<file path="src/common/mtc_pkg.sv">
// Shared constants and types of the modem configuration register bank
package mtc_pkg;

	// Widths of the serial port, the registers and the coefficient table
	localparam int ADDR_W   = 7;
	localparam int DATA_W   = 8;
	localparam int COEF_W   = 6;
	localparam int COEF_N   = 7;
	localparam int IDX_W    = 3;
	localparam int TXPOW_W  = 2;
	localparam int CODING_W = 6;
	localparam int CNT_W    = 3;

	// Register offsets on the serial port
	localparam logic [ADDR_W-1:0] ADDR_AGC2     = 7'h6A;
	localparam logic [ADDR_W-1:0] ADDR_COEF_IDX = 7'h6B;
	localparam logic [ADDR_W-1:0] ADDR_COEF_VAL = 7'h6C;
	localparam logic [ADDR_W-1:0] ADDR_TXPOW    = 7'h6D;
	localparam logic [ADDR_W-1:0] ADDR_RATE_HI  = 7'h6E;
	localparam logic [ADDR_W-1:0] ADDR_RATE_LO  = 7'h6F;
	localparam logic [ADDR_W-1:0] ADDR_CODING   = 7'h70;
	localparam logic [ADDR_W-1:0] ADDR_STEP     = 7'h01;

	// Field positions of the gain-override register
	localparam int AGC_IGN_PRE  = 7;
	localparam int AGC_SLOW     = 6;
	localparam int LNA_COMP_LSB = 2;
	localparam int LNA_COMP_W   = 4;
	localparam int PGA_REF_LSB  = 0;
	localparam int PGA_REF_W    = 2;

	// Field positions of the coding control register
	localparam int CODE_SCALE = 5;
	localparam int PH_PWDN    = 4;
	localparam int MAN_PPOL   = 3;
	localparam int MAN_INV    = 2;
	localparam int MAN_EN     = 1;
	localparam int WHITE_EN   = 0;

	// Header bit that marks a write
	localparam int HDR_WRITE_BIT = 7;

	// Reset values, unmapped read value and bit counter constants
	localparam logic [DATA_W-1:0]   RST_AGC2     = 8'h00;
	localparam logic [IDX_W-1:0]    RST_COEF_IDX = 3'h0;
	localparam logic [TXPOW_W-1:0]  RST_TXPOW    = 2'h3;
	localparam logic [DATA_W-1:0]   RST_RATE_HI  = 8'h0A;
	localparam logic [DATA_W-1:0]   RST_RATE_LO  = 8'h0D;
	localparam logic [CODING_W-1:0] RST_CODING   = 6'h00;
	localparam logic [DATA_W-1:0]   RD_UNMAPPED  = 8'h00;
	localparam logic [CNT_W-1:0]    CNT_LAST     = 3'h7;
	localparam logic [CNT_W-1:0]    CNT_STEP     = 3'h1;

	// Gaussian coefficient defaults, entry 0 in the low bits
	localparam logic [COEF_N*COEF_W-1:0] COEF_RST = {
		6'h14, 6'h13, 6'h0F, 6'h0A, 6'h06, 6'h03, 6'h01
	};
	localparam logic [COEF_W-1:0] COEF_RST_E0 = 6'h01;

	// Serial frame states, Gray along idle, header, data
	typedef enum logic [1:0] {
		SPI_IDLE = 2'b00,
		SPI_HDR  = 2'b01,
		SPI_DATA = 2'b11
	} mtc_spi_st_t;

endpackage : mtc_pkg

</file>
<file path="src/hdl/mtc_coef_mem.sv">
// Gaussian coefficient table with one write port and two registered read ports
`timescale 1ns/100ps
`default_nettype none

module mtc_coef_mem #(
	parameter int                   W   = mtc_pkg::COEF_W,
	parameter int                   N   = mtc_pkg::COEF_N,
	parameter int                   AW  = mtc_pkg::IDX_W,
	parameter logic [N*W-1:0]       RST = mtc_pkg::COEF_RST
) (
	input  wire logic          i_clk,
	input  wire logic          i_rst,
	input  wire logic          i_we,
	input  wire logic [AW-1:0] i_waddr,
	input  wire logic [W-1:0]  i_wdata,
	input  wire logic [AW-1:0] i_raddr_a,
	output logic      [W-1:0]  o_rdata_a,
	input  wire logic [AW-1:0] i_raddr_b,
	output logic      [W-1:0]  o_rdata_b
);
	import mtc_pkg::*;

	typedef struct packed {
		logic [N-1:0][W-1:0] mem;
		logic [W-1:0]        rd_a;
		logic [W-1:0]        rd_b;
	} mtc_mem_state_t;

	mtc_mem_state_t q;
	mtc_mem_state_t next_q;

	// Entries past the table read as zero; writes there are dropped
	function automatic logic [W-1:0] rd_entry(input logic [N-1:0][W-1:0] m,
	                                          input logic [AW-1:0] a);
		rd_entry = (int'(a) < N) ? m[a] : '0;
	endfunction : rd_entry

	// Next state: reset loads the default table
	always_comb begin
		next_q      = q;
		next_q.rd_a = rd_entry(q.mem, i_raddr_a);
		next_q.rd_b = rd_entry(q.mem, i_raddr_b);
		if (i_we && (int'(i_waddr) < N)) begin
			next_q.mem[i_waddr] = i_wdata;
		end
		if (i_rst) begin
			next_q.mem  = RST;
			next_q.rd_a = '0;
			next_q.rd_b = '0;
		end
	end

	always_ff @(posedge i_clk) begin
		q <= next_q;
	end

	assign o_rdata_a = q.rd_a;
	assign o_rdata_b = q.rd_b;

endmodule : mtc_coef_mem

`default_nettype wire

</file>
<file path="src/hdl/mtc_regs.sv">
// Modem transmit and receive-gain configuration register bank behind the serial register port
//
// Overview of operation
// RL1: Preamble-ignore bit makes gain control ignore preamble
// RL2: Slow-rise bit slows gain increase only
// RL3: LNA compensation field smooths signal strength
// RL4: Two-bit field drives window comparator reference
// RL5: Three-bit index selects coefficient entries 0..6
// RL6: Reset loads coefficients 1,3,6,10,15,19,20
// RL7: Host loads coefficients only for other shaping
// RL8: Value field reads and writes indexed entry
// RL9: Two-bit code selects transmit power level
// RL10: Sixteen-bit rate word with scale bit
// RL11: Host sets scale bit below 30 kbps
// RL12: Packet handler powers down in low power
// RL13: Manchester preamble polarity, transmit side only
// RL14: Bit 2 enables Manchester data inversion
// RL15: Bit 1 enables Manchester coding
// RL16: Bit 0 enables data whitening
// RL17: Host writes and reads registers over serial port
// RL18: Reserved bits ignore writes, read zero
`timescale 1ns/100ps
`default_nettype none

module mtc_regs (
	input  wire logic                           i_clk,
	input  wire logic                           i_rst,
	input  wire logic                           i_sclk,
	input  wire logic                           i_sel_n,
	input  wire logic                           i_sdi,
	output logic                                o_sdo,
	output logic                                o_sdo_oe,
	input  wire logic                           i_low_power_mode,
	input  wire logic [mtc_pkg::IDX_W-1:0]      i_coef_sel,
	output logic      [mtc_pkg::COEF_W-1:0]     o_coef_data,
	output logic                                o_agc_ignore_preamble,
	output logic                                o_agc_slow_rise,
	output logic      [mtc_pkg::LNA_COMP_W-1:0] o_lna_gain_comp,
	output logic      [mtc_pkg::PGA_REF_W-1:0]  o_pga_window_ref,
	output logic      [mtc_pkg::TXPOW_W-1:0]    o_tx_power_code,
	output logic      [2*mtc_pkg::DATA_W-1:0]   o_tx_rate_word,
	output logic                                o_tx_rate_scale,
	output logic                                o_ph_powerdown,
	output logic                                o_tx_preamble_ones,
	output logic                                o_manch_invert,
	output logic                                o_manch_en,
	output logic                                o_whiten_en
);
	import mtc_pkg::*;

	typedef struct packed {
		logic                sclk_m;
		logic                sclk_s;
		logic                sclk_d;
		logic                sel_m;
		logic                sel_s;
		logic                sdi_m;
		logic                sdi_s;
		mtc_spi_st_t         st;
		logic [CNT_W-1:0]    bit_cnt;
		logic [DATA_W-1:0]   rx_sh;
		logic                rw;
		logic [ADDR_W-1:0]   addr;
		logic [DATA_W-1:0]   tx_sh;
		logic                sdo;
		logic                sdo_oe;
		logic [DATA_W-1:0]   agc2;
		logic [IDX_W-1:0]    coef_idx;
		logic [TXPOW_W-1:0]  txpow;
		logic [DATA_W-1:0]   rate_hi;
		logic [DATA_W-1:0]   rate_lo;
		logic [CODING_W-1:0] coding;
		logic                ph_pwdn;
		logic                pre_ones;
	} mtc_state_t;

	mtc_state_t               q;
	mtc_state_t               next_q;
	logic                     rise;
	logic                     fall;
	logic [DATA_W-1:0]        rx_byte;
	logic                     wr_en;
	logic                     coef_we;
	logic [COEF_W-1:0]        coef_rdata;

	// Read-back of one register; reserved and unmapped bits read zero
	function automatic logic [DATA_W-1:0] rd_mux(input mtc_state_t s,
	                                             input logic [ADDR_W-1:0] a,
	                                             input logic [COEF_W-1:0] cv);
		case (a)
			ADDR_AGC2:     rd_mux = s.agc2;
			ADDR_COEF_IDX: rd_mux = {{(DATA_W-IDX_W){1'b0}}, s.coef_idx};   // [RL18]
			ADDR_COEF_VAL: rd_mux = {{(DATA_W-COEF_W){1'b0}}, cv};          // [RL8]
			ADDR_TXPOW:    rd_mux = {{(DATA_W-TXPOW_W){1'b0}}, s.txpow};    // [RL18]
			ADDR_RATE_HI:  rd_mux = s.rate_hi;
			ADDR_RATE_LO:  rd_mux = s.rate_lo;
			ADDR_CODING:   rd_mux = {{(DATA_W-CODING_W){1'b0}}, s.coding};  // [RL18]
			default:       rd_mux = RD_UNMAPPED;
		endcase
	endfunction : rd_mux

	// Coefficient table; port a serves the host, port b the shaping filter
	mtc_coef_mem #(
		.W   (COEF_W),
		.N   (COEF_N),
		.AW  (IDX_W),
		.RST (COEF_RST)                                                    // [RL6]
	) u_coef_mem (
		.i_clk     (i_clk),
		.i_rst     (i_rst),
		.i_we      (coef_we),
		.i_waddr   (q.coef_idx),
		.i_wdata   (rx_byte[COEF_W-1:0]),
		.i_raddr_a (q.coef_idx),                                           // [RL5]
		.o_rdata_a (coef_rdata),
		.i_raddr_b (i_coef_sel),
		.o_rdata_b (o_coef_data)
	);

	// Edges of the synchronised serial clock; the second stage is compared with its delayed third stage
	assign rise    = q.sclk_s & ~q.sclk_d;
	assign fall    = ~q.sclk_s & q.sclk_d;
	assign rx_byte = {q.rx_sh[DATA_W-2:0], q.sdi_s};
	assign wr_en   = rise && (q.st == SPI_DATA) && q.rw && (q.bit_cnt == CNT_LAST);
	assign coef_we = wr_en && (q.addr == ADDR_COEF_VAL);                   // [RL8]

	// Serial frame engine and register writes
	always_comb begin
		next_q        = q;
		next_q.sclk_m = i_sclk;
		next_q.sclk_s = q.sclk_m;
		next_q.sclk_d = q.sclk_s;
		next_q.sel_m  = i_sel_n;
		next_q.sel_s  = q.sel_m;
		next_q.sdi_m  = i_sdi;
		next_q.sdi_s  = q.sdi_m;
		if (q.sel_s) begin
			// Deselect aborts any frame; a half byte is dropped
			next_q.st     = SPI_IDLE;
			next_q.sdo_oe = 1'b0;
			next_q.sdo    = 1'b0;
		end else begin
			case (q.st)
				SPI_IDLE: begin
					next_q.st      = SPI_HDR;
					next_q.bit_cnt = '0;
					next_q.tx_sh   = '0;
					next_q.sdo     = 1'b0;
					next_q.sdo_oe  = 1'b1;                                 // [RL17]
				end
				SPI_HDR, SPI_DATA: begin
					if (rise) begin
						next_q.rx_sh   = rx_byte;
						next_q.bit_cnt = q.bit_cnt + CNT_STEP;
						if (q.bit_cnt == CNT_LAST) begin
							if (q.st == SPI_HDR) begin
								next_q.st   = SPI_DATA;
								next_q.rw   = rx_byte[HDR_WRITE_BIT];
								next_q.addr = rx_byte[ADDR_W-1:0];
								next_q.tx_sh = rd_mux(q, rx_byte[ADDR_W-1:0], coef_rdata);
							end else begin
								// Bursts step to the next offset
								next_q.addr  = q.addr + ADDR_STEP;
								next_q.tx_sh = rd_mux(q, q.addr + ADDR_STEP, coef_rdata);
							end
						end
					end else if (fall) begin
						next_q.sdo   = q.tx_sh[DATA_W-1];                      // [RL17]
						next_q.tx_sh = {q.tx_sh[DATA_W-2:0], 1'b0};
					end
				end
				default: begin
					next_q.st = SPI_IDLE;
				end
			endcase
		end
		// Writes keep only defined fields; reserved bits are dropped
		if (wr_en) begin
			case (q.addr)
				ADDR_AGC2:     next_q.agc2     = rx_byte;                  // [RL1] [RL2] [RL3] [RL4]
				ADDR_COEF_IDX: next_q.coef_idx = rx_byte[IDX_W-1:0];       // [RL5] [RL18]
				ADDR_TXPOW:    next_q.txpow    = rx_byte[TXPOW_W-1:0];     // [RL9] [RL18]
				ADDR_RATE_HI:  next_q.rate_hi  = rx_byte;                  // [RL10]
				ADDR_RATE_LO:  next_q.rate_lo  = rx_byte;                  // [RL10]
				ADDR_CODING:   next_q.coding   = rx_byte[CODING_W-1:0];    // [RL18]
				default:       next_q.coding   = q.coding;
			endcase
		end
		// Power-down only while both the option and low power hold
		next_q.ph_pwdn  = q.coding[PH_PWDN] & i_low_power_mode;            // [RL12]
		// Polarity matters only with Manchester coding on
		next_q.pre_ones = q.coding[MAN_EN] & q.coding[MAN_PPOL];           // [RL13]
		if (i_rst) begin
			next_q          = '0;
			next_q.sclk_m   = 1'b0;
			next_q.sel_m    = 1'b1;
			next_q.sel_s    = 1'b1;
			next_q.st       = SPI_IDLE;
			next_q.agc2     = RST_AGC2;
			next_q.coef_idx = RST_COEF_IDX;
			next_q.txpow    = RST_TXPOW;
			next_q.rate_hi  = RST_RATE_HI;
			next_q.rate_lo  = RST_RATE_LO;
			next_q.coding   = RST_CODING;
		end
	end

	always_ff @(posedge i_clk) begin
		q <= next_q;
	end

	// Configuration outputs straight from register bits
	assign o_sdo                 = q.sdo;
	assign o_sdo_oe              = q.sdo_oe;
	assign o_agc_ignore_preamble = q.agc2[AGC_IGN_PRE];                              // [RL1]
	assign o_agc_slow_rise       = q.agc2[AGC_SLOW];                                 // [RL2]
	assign o_lna_gain_comp       = q.agc2[LNA_COMP_LSB +: LNA_COMP_W];               // [RL3]
	assign o_pga_window_ref      = q.agc2[PGA_REF_LSB +: PGA_REF_W];                 // [RL4]
	assign o_tx_power_code       = q.txpow;                                          // [RL9]
	assign o_tx_rate_word        = {q.rate_hi, q.rate_lo};                           // [RL10]
	assign o_tx_rate_scale       = q.coding[CODE_SCALE];                             // [RL10]
	assign o_ph_powerdown        = q.ph_pwdn;
	assign o_tx_preamble_ones    = q.pre_ones;
	assign o_manch_invert        = q.coding[MAN_INV];                                // [RL14]
	assign o_manch_en            = q.coding[MAN_EN];                                 // [RL15]
	assign o_whiten_en           = q.coding[WHITE_EN];                               // [RL16]
endmodule : mtc_regs

`default_nettype wire

</file>
<file path="config.mk">
export PLATFORM = sky130hd
export DESIGN_NAME = mtc_regs
export DESIGN_NICKNAME = d
export VERILOG_FILES = /design/src/common/mtc_pkg.sv /design/src/hdl/mtc_coef_mem.sv /design/src/hdl/mtc_regs.sv
export SDC_FILE = /design/constraint.sdc
export NUM_CORES = 1
export LEC_CHECK = 0
export ABC_AREA = 1
export BUFFER_PORTS_ARGS = -buffer_cell sky130_fd_sc_hd__buf_4
export CAP_MARGIN = 20
export CORE_MARGIN = 2
export CORE_UTILIZATION = 61
export DETAILED_ROUTE_END_ITERATION = 16
export PLACE_DENSITY = 0.78
export REMOVE_ABC_BUFFERS = 1
export SLEW_MARGIN = 20
export SYNTH_ARGS = -nofsm -noshare
export SYNTH_HDL_FRONTEND = slang
export SYNTH_SLANG_ARGS = --single-unit
</file>
<file path="constraint.sdc">
create_clock -name i_clk -period 2.1 [get_ports i_clk]
set_input_delay 0.315 -clock i_clk [delete_from_list [all_inputs] [get_ports i_clk]]
set_output_delay 0.315 -clock i_clk [all_outputs]
set_load 0.05 [all_outputs]
</file>
==> results of run 1 <==
==> repair_timing <==
action / in CTS / in global routing
setup buffers: 0 / 4
endpoints found under the setup margin: 0 / 44
resized for setup: 0 / 21
hold endpoints to repair: 3 / 0
hold buffers: 3 / 0
==> kinds of logic (layout without fill, tap and decap cells) <==
kind of cell	count (synthesis)	in the layout
AO/OA/AOI/OAI	270	270
AND/OR/NAND/NOR	329	330
flip-flops	128	128
adder cells (fa/ha/maj)	9	9
buffers and inverters	174	237
==> power by group <==
group          internal (mW)  leakage (nW)  switching (mW)
combinational         0.0729          1.99           0.162
clock                   2.12         0.314            1.11
sequential              2.45          1.04          0.0129
total                   4.65          3.34            1.29
==> worst max-delay path by stage <==
| stage | start | end | cells past startpoint |
|---|---|---|---|
| floorplan | q[47] | q[43] | 11 |
| global placement | q[63] | u_coef_mem.q[49] | 11 |
| detailed placement | q[47] | u_coef_mem.q[49] | 10 |
| CTS | q[63] | u_coef_mem.q[49] | 11 |
| global route | q[47] | u_coef_mem.q[53] | 11 |
| finish | q[28] | u_coef_mem.o_rdata_a[5] | 7 |
==> routing by layer <==
metal	share of wire, %	wire [µm]
met5	0	0
met4	3.0	669
met3	12	2660
met2	43	9630
met1	42	9200
==> layout make-up <==
cell class                      instances  area share [%]
Multi-Input combinational cell        609            41.9
Sequential cell                       128            32.2
Clock inverter                          8            1.87
Clock buffer                           24            6.28
Inverter                              102            4.80
Tap cell                              140            2.20
Timing Repair Buffer                  103            10.8
==> synthesized netlist by cell type, drive strengths merged <==
cell type / number / area, µm²
nand2: 153 / 599
dfxtp: 128 / 2560
inv: 99 / 372
o21ai: 96 / 480
a21oi: 94 / 493
nor2: 79 / 362
nand3: 68 / 380
buf: 48 / 360
o211ai: 25 / 208
clkbuf: 24 / 91.3
a211oi: 21 / 168
nand4: 11 / 68.8
a31oi: 10 / 62.6
nor3: 10 / 71.3
ha: 9 / 113
a22oi: 6 / 45.0
o22ai: 6 / 37.5
or2: 4 / 25.0
a221oi: 3 / 26.3
a41oi: 3 / 26.3
clkinv: 3 / 11.3
nand3b: 2 / 15.0
nor4: 2 / 33.8
o31ai: 2 / 15.0
a22o: 1 / 8.76
a32oi: 1 / 8.76
o21bai: 1 / 11.3
o221ai: 1 / 8.76
==> worst max-delay path, delay by kind of cell (launching register included) <==
family          cells  cell delay [ns]
buf+inv             3             0.54
simple gates        2             0.17
flops               1             0.35
compound gates      2             0.84
==> sequential cells by signal, summed over array words and instances (netlist names) <==
name,count
u_coef_mem.o_rdata_b,6
o_sdo_oe,1
u_coef_mem.o_rdata_a,6
o_ph_powerdown,1
o_tx_rate_scale,1
o_agc_ignore_preamble,1
o_tx_rate_word,16
o_pga_window_ref,2
q,40
o_tx_preamble_ones,1
o_lna_gain_comp,4
o_tx_power_code,2
o_whiten_en,1
o_sdo,1
u_coef_mem.q,42
o_agc_slow_rise,1
o_manch_invert,1
o_manch_en,1
==> results.rst, run 1 <==
.. list-table::
   :header-rows: 1

   * - Metric
     - Value
   * - Status
     - completed
   * - # diodes
     - 0
   * - Area occupied by multi-input gates
     - 3340 µm²
   * - CTS sink cnt
     - around 130
   * - Setup slack of the critical path after layout
     - a little over 0.01 ns
   * - Starting density of the core
     - 62.0%
   * - GR peak layer
     - met2
   * - Sort of element at the end of the critical path
     - register
   * - Max-slew violations
     - 0
   * - Reg2Reg Launch Point
     - q[28]
   * - First-pass GRT wire length
     - roughly 33000 µm
   * - Number of DRC violations after detailed-routing iteration 0
     - 871
   * - Setup_tns
     - 0 ns
   * - Hold Crit Start
     - i_low_power_mode
   * - Wire length per cell
     - roughly 20 µm
   * - Min cycle time layout
     - ~2.1 ns
   * - Share of the core filled with cells
     - between 70% and 80%
   * - Parity-gate share of the synthesized area counting xor and xnor cells
     - 0%
   * - Summed area of non-filler cells in the final layout
     - 7980 µm²
   * - Global route total overflow
     - 0
   * - Drt pass-1 iters
     - 8
   * - Met2 GRT Util
     - ~56%
   * - Setup repair after global routing missed its margin
     - true
   * - Port Buffers
     - 48
   * - Clock slew seen by the registers of the worst setup and hold paths
     - 0.06 ns
   * - Die X
     - 109 µm
   * - Worst-path cell with the longest stage delay
     - sky130_fd_sc_hd__a221oi_1
   * - Later-pin clock latency in the skew report
     - between 0.5 and 0.6 ns
   * - Pin slew with the least headroom to its limit
     - between 0.8 and 0.9 ns
   * - Cell repeated most along the worst path
     - sky130_fd_sc_hd__inv_1
   * - Avg Synthesized Cell Area
     - around 7.3 µm²
   * - M1 GR Usage
     - between 50 and 60%
   * - Number of unique standard cell types used by synthesis
     - 44
   * - H-tree depth reported by CTS
     - 4
   * - Leak Pwr
     - roughly 3.3 nW
   * - Maximum ir drop on the vdd rail
     - 0.680 mV
   * - Reg-to-reg setup timing slack
     - around 0.010 ns
   * - ANT nets after route
     - 0
   * - Via count of the first global-routing pass
     - 6150
   * - Fraction of the mapped netlist area in simple logic gates
     - between 20% and 30%
   * - Overall via count from detail_route
     - between 6k and 7k
   * - Post-synthesis instance area
     - around 6700 µm²
   * - Worst-path cell chain
     - inv_1 -> nor2_1 -> inv_1 -> nor2_4 -> buf_4 -> a221oi_1 -> a21oi_1
   * - Min-delay worst type
     - input pin to register
   * - Maximum frequency from static timing analysis
     - 0.479 GHz
   * - Met3 Resource Use GR
     - approximately an eighth
   * - Part of the cycle the worst path needs
     - between 90% and 100%
   * - Headroom to the max-slew limit
     - between 40% and 50%
   * - Classification of the worst setup path
     - register to register
   * - Reg2reg path depth
     - 7
   * - Worst path max stage delay
     - about 0.61 ns
   * - Fraction of the mapped netlist area in compound gates
     - roughly a quarter
   * - Setup violators final
     - 0
   * - Hold path depth
     - 3
   * - Top-level port count
     - between 40 and 50
   * - Share of cell area taken by muxes after synthesis
     - 0%
   * - Critical Path Fanout Max
     - 6
   * - Endpoint of the most critical register-to-register path
     - u_coef_mem.o_rdata_a[5]
   * - Number of synthesis warnings
     - 0
   * - Core Region
     - 10700 µm²
   * - Global placer's final weighted congestion
     - around 1
   * - TritonCTS buffer count
     - 17
   * - Total placed instance area
     - 7100 µm²
   * - Post-DP HPWL
     - around 16000 µm
   * - Commonest cells after routing, fill and taps aside
     - 142 x sky130_fd_sc_hd__nand2_1, 125 x sky130_fd_sc_hd__dfxtp_1, 94 x sky130_fd_sc_hd__buf_4
   * - Clock skew after layout
     - slightly above 0.009 ns
   * - Filler cell count
     - 814
   * - Tot GR Track Use
     - between 30 and 40%
   * - Clock Root Buffer
     - sky130_fd_sc_hd__clkbuf_8
   * - Flops & latches, synth
     - ~130
   * - Via density per instance
     - between 6 and 7
   * - Net count reported at finish
     - about 980
   * - Flip-flop and latch area
     - between 2000 and 3000 µm²
   * - Overall power of the completed layout
     - between 5 and 6 mW
   * - Total count of hold-check failures in the final report
     - 0
   * - Final cell count without fillers
     - between 1k and 1.5k
   * - Number of rows created at floorplan
     - 38
   * - Number of cells produced by synthesis
     - about 900
   * - CP Launch Type
     - register
   * - Dominant combinational cell family by area after synthesis
     - compound AO/OA/AOI/OAI gates
   * - Power density relative to cell area
     - roughly 740 nW/µm²
   * - Total detailed-routing wirelength
     - 22200 µm
   * - Largest net degree at the start of global routing
     - 34
   * - Number of maximum-capacitance violations
     - 0
   * - Final Hold Slack
     - about 0.026 ns
   * - Post-Place Setup Slack
     - 0.0209 ns
   * - Area growth from synthesis to layout
     - 19.7%
   * - Most common cell after layout, fill and taps aside
     - sky130_fd_sc_hd__nand2_1
   * - Die span in y
     - between 100 and 150 µm
   * - Detailed-route DRC error count
     - 0
   * - CP required
     - 2.46 ns
   * - End point of the worst hold path
     - o_ph_powerdown
   * - Arrival time reported for the critical path endpoint
     - about 2.5 ns
   * - CTS tree
     - yes
   * - Register area share after synthesis
     - 38.5%
   * - Area share of fa/ha/maj cells after synthesis
     - under 10%
   * - Number of antenna violations at the first check in global routing
     - 0
   * - # placed instances
     - between 1k and 1.5k
   * - Number of buffers between clock root and the deepest sink
     - 2
   * - Total Die Area
     - about 12000 µm²
   * - Share of layout cells above drive strength 1
     - between 20% and 30%
No activity file was read; power rests on OpenSTA's default activity.
==> inputs of run 2 (changes only) <==
Settings changed: CORE_MARGIN 2 to 4, CTS_CLUSTER_SIZE set to 8.
==> run 2 against run 1 <==
Net effect:
- via count fell by 0.78%
- sequential cell count did not move
- sequential share of layout area rose by 0.74 points
- fmax increased by 1.3%
- power is 10% lower
- cell count down 0.45%
- worst hold slack worse by 0.023 ns
- largest cell class unchanged
- combinational power rose by 3%
- clock power down 19%
- count of clock-buffer cells in the layout decreased by 1
- global-route usage shrank 3.9 points
==> results.rst, run 2 (synthesized netlist as in run 1, its figures left out) <==
.. list-table::
   :header-rows: 1

   * - Metric
     - Value
   * - Global placer's final weighted congestion
     - between 1 and 1.5
   * - H-tree depth reported by CTS
     - 4
   * - Status
     - completed
   * - Setup violators final
     - 0
   * - Register ranked first by flip-flop count
     - u_coef_mem.q
   * - Switching power of the nets
     - between 1 and 1.5 mW
   * - Setup repair after global routing missed its margin
     - true
   * - Number of antenna violations at the first check in global routing
     - 0
   * - Critical Path Fanout Max
     - 8
   * - Number of DRC violations after detailed-routing iteration 0
     - 1082
   * - # diodes
     - 0
   * - Clock power share
     - between 40% and 50%
   * - Clock slew seen by the registers of the worst setup and hold paths
     - approximately 0.060 ns
   * - Total detailed-routing wirelength
     - roughly 22000 µm
   * - Internal Power
     - between 4 and 5 mW
   * - CP required
     - approximately 2.5 ns
   * - Share of layout cells above drive strength 1
     - a little over a fifth
   * - Worst-path cell chain
     - buf_4 -> inv_1 -> ha_1 -> nand2_1 -> a211oi_1 -> nand2_2 -> nor2_4 -> buf_4 -> nand2_2 -> o21ai_1 -> a21oi_1
   * - Buf+Inv Stages, Crit Path
     - 3
   * - Worst-path cell with the longest stage delay
     - sky130_fd_sc_hd__dfxtp_1
   * - Maximum frequency from static timing analysis
     - 0.485 GHz
   * - Die X
     - around 110 µm
   * - Core Region
     - 10500 µm²
   * - Tot GR Track Use
     - between 30% and 40%
   * - Post-DP HPWL
     - roughly 15000 µm
   * - Min-delay worst type
     - input pin to register
   * - Max-slew violations
     - 0
   * - Net count reported at finish
     - 980
   * - Clock Root Buffer
     - sky130_fd_sc_hd__clkbuf_8
   * - Sort of element at the end of the critical path
     - register
   * - Top-level port count
     - slightly below 50
   * - Largest register FFs
     - 42
   * - First-pass GRT wire length
     - between 30000 and 40000 µm
   * - Drt pass-1 iters
     - 5
   * - Later-pin clock latency in the skew report
     - 0.53 ns
   * - Global route total overflow
     - 0
   * - Via count of the first global-routing pass
     - around 6.4k
   * - Register share of total power
     - between 40% and 50%
   * - Arrival time reported for the critical path endpoint
     - 2.49 ns
   * - Clock skew after layout
     - between 0.007 and 0.008 ns
   * - Starting density of the core
     - 63.7%
   * - ANT nets after route
     - 0
   * - Worst path max stage delay
     - roughly 0.32 ns
   * - Part of the cycle the worst path needs
     - slightly below 100%
   * - Commonest cells after routing, fill and taps aside
     - 144 x sky130_fd_sc_hd__nand2_1, 126 x sky130_fd_sc_hd__dfxtp_1, 100 x sky130_fd_sc_hd__buf_4
   * - Detailed-route DRC error count
     - 0
   * - Summed area of non-filler cells in the final layout
     - 7790 µm²
   * - Wire length per cell
     - 19.4 µm
   * - Leak Pwr
     - around 3.3 nW
   * - Number of rows created at floorplan
     - 37
   * - TritonCTS buffer count
     - 17
   * - Headroom to the max-slew limit
     - between 40% and 50%
   * - Pin slew with the least headroom to its limit
     - between 0.7 and 0.8 ns
   * - Number of buffers between clock root and the deepest sink
     - 2
   * - Combinational share of power
     - 4.5%
   * - Power density relative to cell area
     - around 680 nW/µm²
   * - Overall via count from detail_route
     - ~6.8k
   * - Number of maximum-capacitance violations
     - 0
   * - Most common cell after layout, fill and taps aside
     - sky130_fd_sc_hd__nand2_1
   * - Largest net degree at the start of global routing
     - 34
   * - CP Launch Type
     - register
   * - Maximum ir drop on the vdd rail
     - ~0.95 mV
   * - Cell family contributing the most delay on the critical path
     - simple AND/OR/NAND/NOR gates
   * - Classification of the worst setup path
     - register to register
   * - Min cycle time layout
     - between 2 and 2.5 ns
   * - Post-Place Setup Slack
     - 0.0752 ns
   * - Area growth from synthesis to layout
     - 16.9%
   * - Via density per instance
     - between 6 and 7
   * - CTS sink cnt
     - between 100 and 150
   * - CTS tree
     - yes
   * - Total Die Area
     - about 13000 µm²
   * - Die span in y
     - between 100 and 150 µm
   * - Total placed instance area
     - between 7000 and 8000 µm²
   * - Setup slack of the critical path after layout
     - between 0.03 and 0.04 ns
   * - Switching share of power
     - a little under a quarter
   * - Port Buffers
     - 48
   * - Total count of hold-check failures in the final report
     - 0
-- run 2: cell count changes in the layout (fill, tap and decap cells not counted), sizes merged --
cell / change
buf: +4
clkbuf: -4
bufinv: -3
clkinv: +3
clkdlybuf4s15: +1
clkinvlp: -1
nand2: -1
-- run 2: cell type report --
class	instances	area, µm²
clock inverters	7	62.6
flip-flops and latches	128	2560
fillers	839	2670
inverters	102	385
repair buffers	105	812
clock buffers	23	457
multi-input cells	608	3340
well taps	136	170
-- run 2: final timing paths --
kind                                       start  slack, ns          endpoint  cells after the start
worst max-delay path                       q[48]       0.04  u_coef_mem.q[53]                     11
worst min-delay path            i_low_power_mode      0.004    o_ph_powerdown                      3
worst max register to register             q[48]       0.04  u_coef_mem.q[53]                     11
worst min register to register             q[69]       0.40             q[68]                      2
-- run 2: what timing repair did --
item                                    4_1_cts  5_1_grt
hold buffers                                  3        0
setup buffers                                 0        3
resized for setup                             0       29
endpoints found under the hold margin         3        0
endpoints found under the setup margin        0       43
-- run 2: power groups by stage --
stage	clock network [mW]	registers [mW]	logic (mW)
final	2.63	2.46	0.241
after global routing	2.76	2.47	0.258
after CTS	2.64	2.46	0.231
after detailed placement	0	2.51	0.225
after global placement	0	2.51	0.222
after floorplan	0	2.54	0.0923
-- run 2: worst min-delay path, cell delays in order --
cell                      delay [ns]
sky130_fd_sc_hd__buf_4          0.08
sky130_fd_sc_hd__nand2_1        0.04
sky130_fd_sc_hd__nor2_1         0.07
-- run 2: routing by layer --
layer | routed length [µm] | part of all wire, % | up-vias | global-route usage [%]
met5 | 0 | 0 | - | 0
met4 | 620 | 2.9 | 0 | 10.5
met3 | 2860 | 13 | 67 | 10.2
met2 | 9160 | 43 | 441 | 50.3
met1 | 8890 | 41 | 3158 | 47.6
li1 | - | - | 3176 | -
-- run 2: through the flow --
stage / hold slack [ns] / power (mW) / util [%] / instances / setup TNS (ns)
2_1_floorplan: 0.377 / 2.64 / - / 838 / 0
3_3_place_gp: 0.389 / 2.74 / 68.2 / 1072 / 0
3_5_place_dp: 0.394 / 2.74 / 68.2 / 1072 / 0
4_1_cts: 0.00303 / 5.33 / 73.4 / 1105 / 0
5_1_grt: 0.00613 / 5.49 / 74.5 / 1109 / -0.206
6_report: 0.00373 / 5.33 / 74.5 / 1109 / 0
==> inputs of run 3 (changes only) <==
Clock period 2.1 ns to 2.3 ns, I/O delays scaled along.
==> run 3 against run 2 <==
Net effect:
- power grew 2.7%
- sequential power shrank 8.5%
- sequential cell count is the same
- cell count shrank 1.6%
- die area is the same
- critical endpoint is now u_coef_mem.q[13]
==> results.rst, run 3 (synthesized netlist as in run 1, its figures left out) <==
.. list-table::
   :header-rows: 1

   * - Metric
     - Value
   * - Status
     - completed
   * - Via density per instance
     - 6.15
   * - Later-pin clock latency in the skew report
     - about 0.55 ns
   * - Classification of the worst setup path
     - register to register
   * - Setup slack of the critical path after layout
     - about 0.15 ns
   * - Most common cell after layout, fill and taps aside
     - sky130_fd_sc_hd__nand2_1
   * - # diodes
     - 0
   * - Timing startpoint of the critical path
     - q[63]
   * - CTS sink cnt
     - approximately 130
   * - Endpoint of the most critical register-to-register path
     - u_coef_mem.q[13]
   * - Pin slew with the least headroom to its limit
     - 0.706 ns
   * - # placed instances
     - 1056
   * - Total detailed-routing wirelength
     - between 20000 and 25000 µm
   * - Net count reported at finish
     - 960
   * - Clock skew after layout
     - between 0.005 and 0.006 ns
   * - Area growth from synthesis to layout
     - 16.1%
   * - Max-slew violations
     - 0
   * - Maximum ir drop on the vdd rail
     - approximately 0.60 mV
   * - Share of the core filled with cells
     - between 70% and 80%
   * - Final cell count without fillers
     - between 1k and 1.5k
   * - Tot GR Track Use
     - between 30% and 40%
   * - Critical Path Fanout Max
     - 12
   * - Clock slew seen by the registers of the worst setup and hold paths
     - roughly 0.06 ns
   * - Top-level port count
     - 49
   * - Core Region
     - ~10000 µm²
   * - Total Die Area
     - ~13000 µm²
   * - ANT nets after route
     - 0
   * - Part of the cycle the worst path needs
     - around 94%
   * - Detailed-route DRC error count
     - 0
   * - CP required
     - 2.72 ns
   * - Overall power of the completed layout
     - ~5.5 mW
   * - Drt pass-1 iters
     - 6
   * - Number of antenna violations at the first check in global routing
     - 0
   * - Min cycle time layout
     - roughly 2.2 ns
   * - Maximum frequency from static timing analysis
     - approximately 0.46 GHz
   * - Register ranked first by flip-flop count
     - u_coef_mem.q
   * - Via count of the first global-routing pass
     - approximately 6.4k
   * - Overall via count from detail_route
     - ~6.7k
   * - CTS tree
     - yes
   * - Power density relative to cell area
     - a little over 700 nW/µm²
   * - Global placer's final weighted congestion
     - about 0.99
   * - Final Hold Slack
     - between 0.01 and 0.015 ns
   * - Commonest cells after routing, fill and taps aside
     - 145 x sky130_fd_sc_hd__nand2_1, 127 x sky130_fd_sc_hd__dfxtp_1, 90 x sky130_fd_sc_hd__o21ai_0
   * - Filler cell count
     - 821
   * - Post-DP HPWL
     - 15000 µm
   * - Number of buffers between clock root and the deepest sink
     - 2
   * - Number of DRC violations after detailed-routing iteration 0
     - around 910
   * - Port Buffers
     - between 40 and 50
   * - Clock Root Buffer
     - sky130_fd_sc_hd__clkbuf_8
   * - Worst setup path endpoint
     - u_coef_mem.q[13]
   * - Leak Pwr
     - between 3 and 4 nW
   * - Global route total overflow
     - 0
   * - Reg2reg path depth
     - 11
   * - Headroom to the max-slew limit
     - 52.8%
   * - H-tree depth reported by CTS
     - 4
   * - Setup violators final
     - 0
   * - Setup_tns
     - 0 ns
   * - Largest register FFs
     - 42
   * - Wire length per cell
     - approximately 20 µm
   * - Sort of element at the end of the critical path
     - register
   * - Setup repair after global routing missed its margin
     - false
   * - Number of maximum-capacitance violations
     - 0
   * - Reg-to-reg setup timing slack
     - 0.15 ns
   * - Total placed instance area
     - approximately 7000 µm²
   * - Share of layout cells above drive strength 1
     - between 10% and 20%
   * - Largest net degree at the start of global routing
     - 34
   * - Summed area of non-filler cells in the final layout
     - a little under 8000 µm²
   * - Min-delay worst type
     - input pin to register
   * - Reg2Reg Launch Point
     - q[63]
   * - Arrival time reported for the critical path endpoint
     - around 2.6 ns
   * - First-pass GRT wire length
     - roughly 34000 µm
   * - Starting density of the core
     - roughly 64%
   * - Die X
     - 113 µm
   * - CP Launch Type
     - register
   * - Post-Place Setup Slack
     - 0.137 ns
   * - TritonCTS buffer count
     - 17
   * - Number of rows created at floorplan
     - 37
   * - Total count of hold-check failures in the final report
     - 0
   * - Die span in y
     - between 100 and 150 µm
[run 3: changes by cell type in the layout (fill, tap and decap cells not counted), sizes merged]
cell,change
clkdlybuf4s15,-1
dlygate4sd3,-1
bufinv,+4
buf,-18
clkinv,-2
[run 3: timing repair]
item	4_1_cts	5_1_grt
hold buffers	2	0
gates resized for setup	0	6
setup buffers	0	1
endpoints found under the setup margin	0	6
hold endpoints to repair	2	0
[run 3: where the power goes]
group	total (mW)	switching [mW]	internal, mW
clock	3.02	1.00	2.01
combinational	0.210	0.145	0.0655
sequential	2.25	0.0130	2.24
total	5.48	1.16	4.32
[run 3: how the worst min path moves through the flow]
| stage | startpoint | endpoint | slack, ns | cells past startpoint |
|---|---|---|---|---|
| after floorplan | q[69] | q[68] | 0.39 | 2 |
| after global placement | q[74] | q[73] | 0.39 | 2 |
| after detailed placement | q[71] | q[70] | 0.40 | 1 |
| after CTS | i_sclk | q[74] | 0.001 | 3 |
| after global routing | i_sclk | q[74] | 0.02 | 3 |
| final | i_sclk | q[74] | 0.01 | 3 |
[run 3: metal layers]
metal  vias to the layer above  routed length [µm]  track usage [%]
li1                       3139                   -                -
met2                       421                9250             51.3
met4                         0                 557             11.5
met5                         -                   0                0
met1                      3090                9020             47.0
met3                        59                2440             10.9
[run 3: cell type report]
type | instances | area (µm²) | area share, %
multi-input combinational | 608 | 3290 | 42.5
sequential | 128 | 2560 | 33.1
timing repair buffer | 85 | 668 | 8.63
clock buffer | 23 | 487 | 6.29
inverter | 102 | 383 | 4.95
clock inverter | 9 | 176 | 2.28
tap | 136 | 170 | 2.20
[run 3: critical path: stages, from the launching register on]
cell                      delay (ns)
sky130_fd_sc_hd__dfxtp_1        0.36
sky130_fd_sc_hd__ha_1           0.18
sky130_fd_sc_hd__ha_1           0.22
sky130_fd_sc_hd__nand2_4        0.13
sky130_fd_sc_hd__nor2_4         0.15
sky130_fd_sc_hd__nand3_2        0.08
sky130_fd_sc_hd__inv_2          0.08
sky130_fd_sc_hd__nand2_2        0.11
sky130_fd_sc_hd__nor2_4         0.19
sky130_fd_sc_hd__nand2_2        0.21
sky130_fd_sc_hd__o21ai_0        0.25
sky130_fd_sc_hd__a21oi_1        0.07
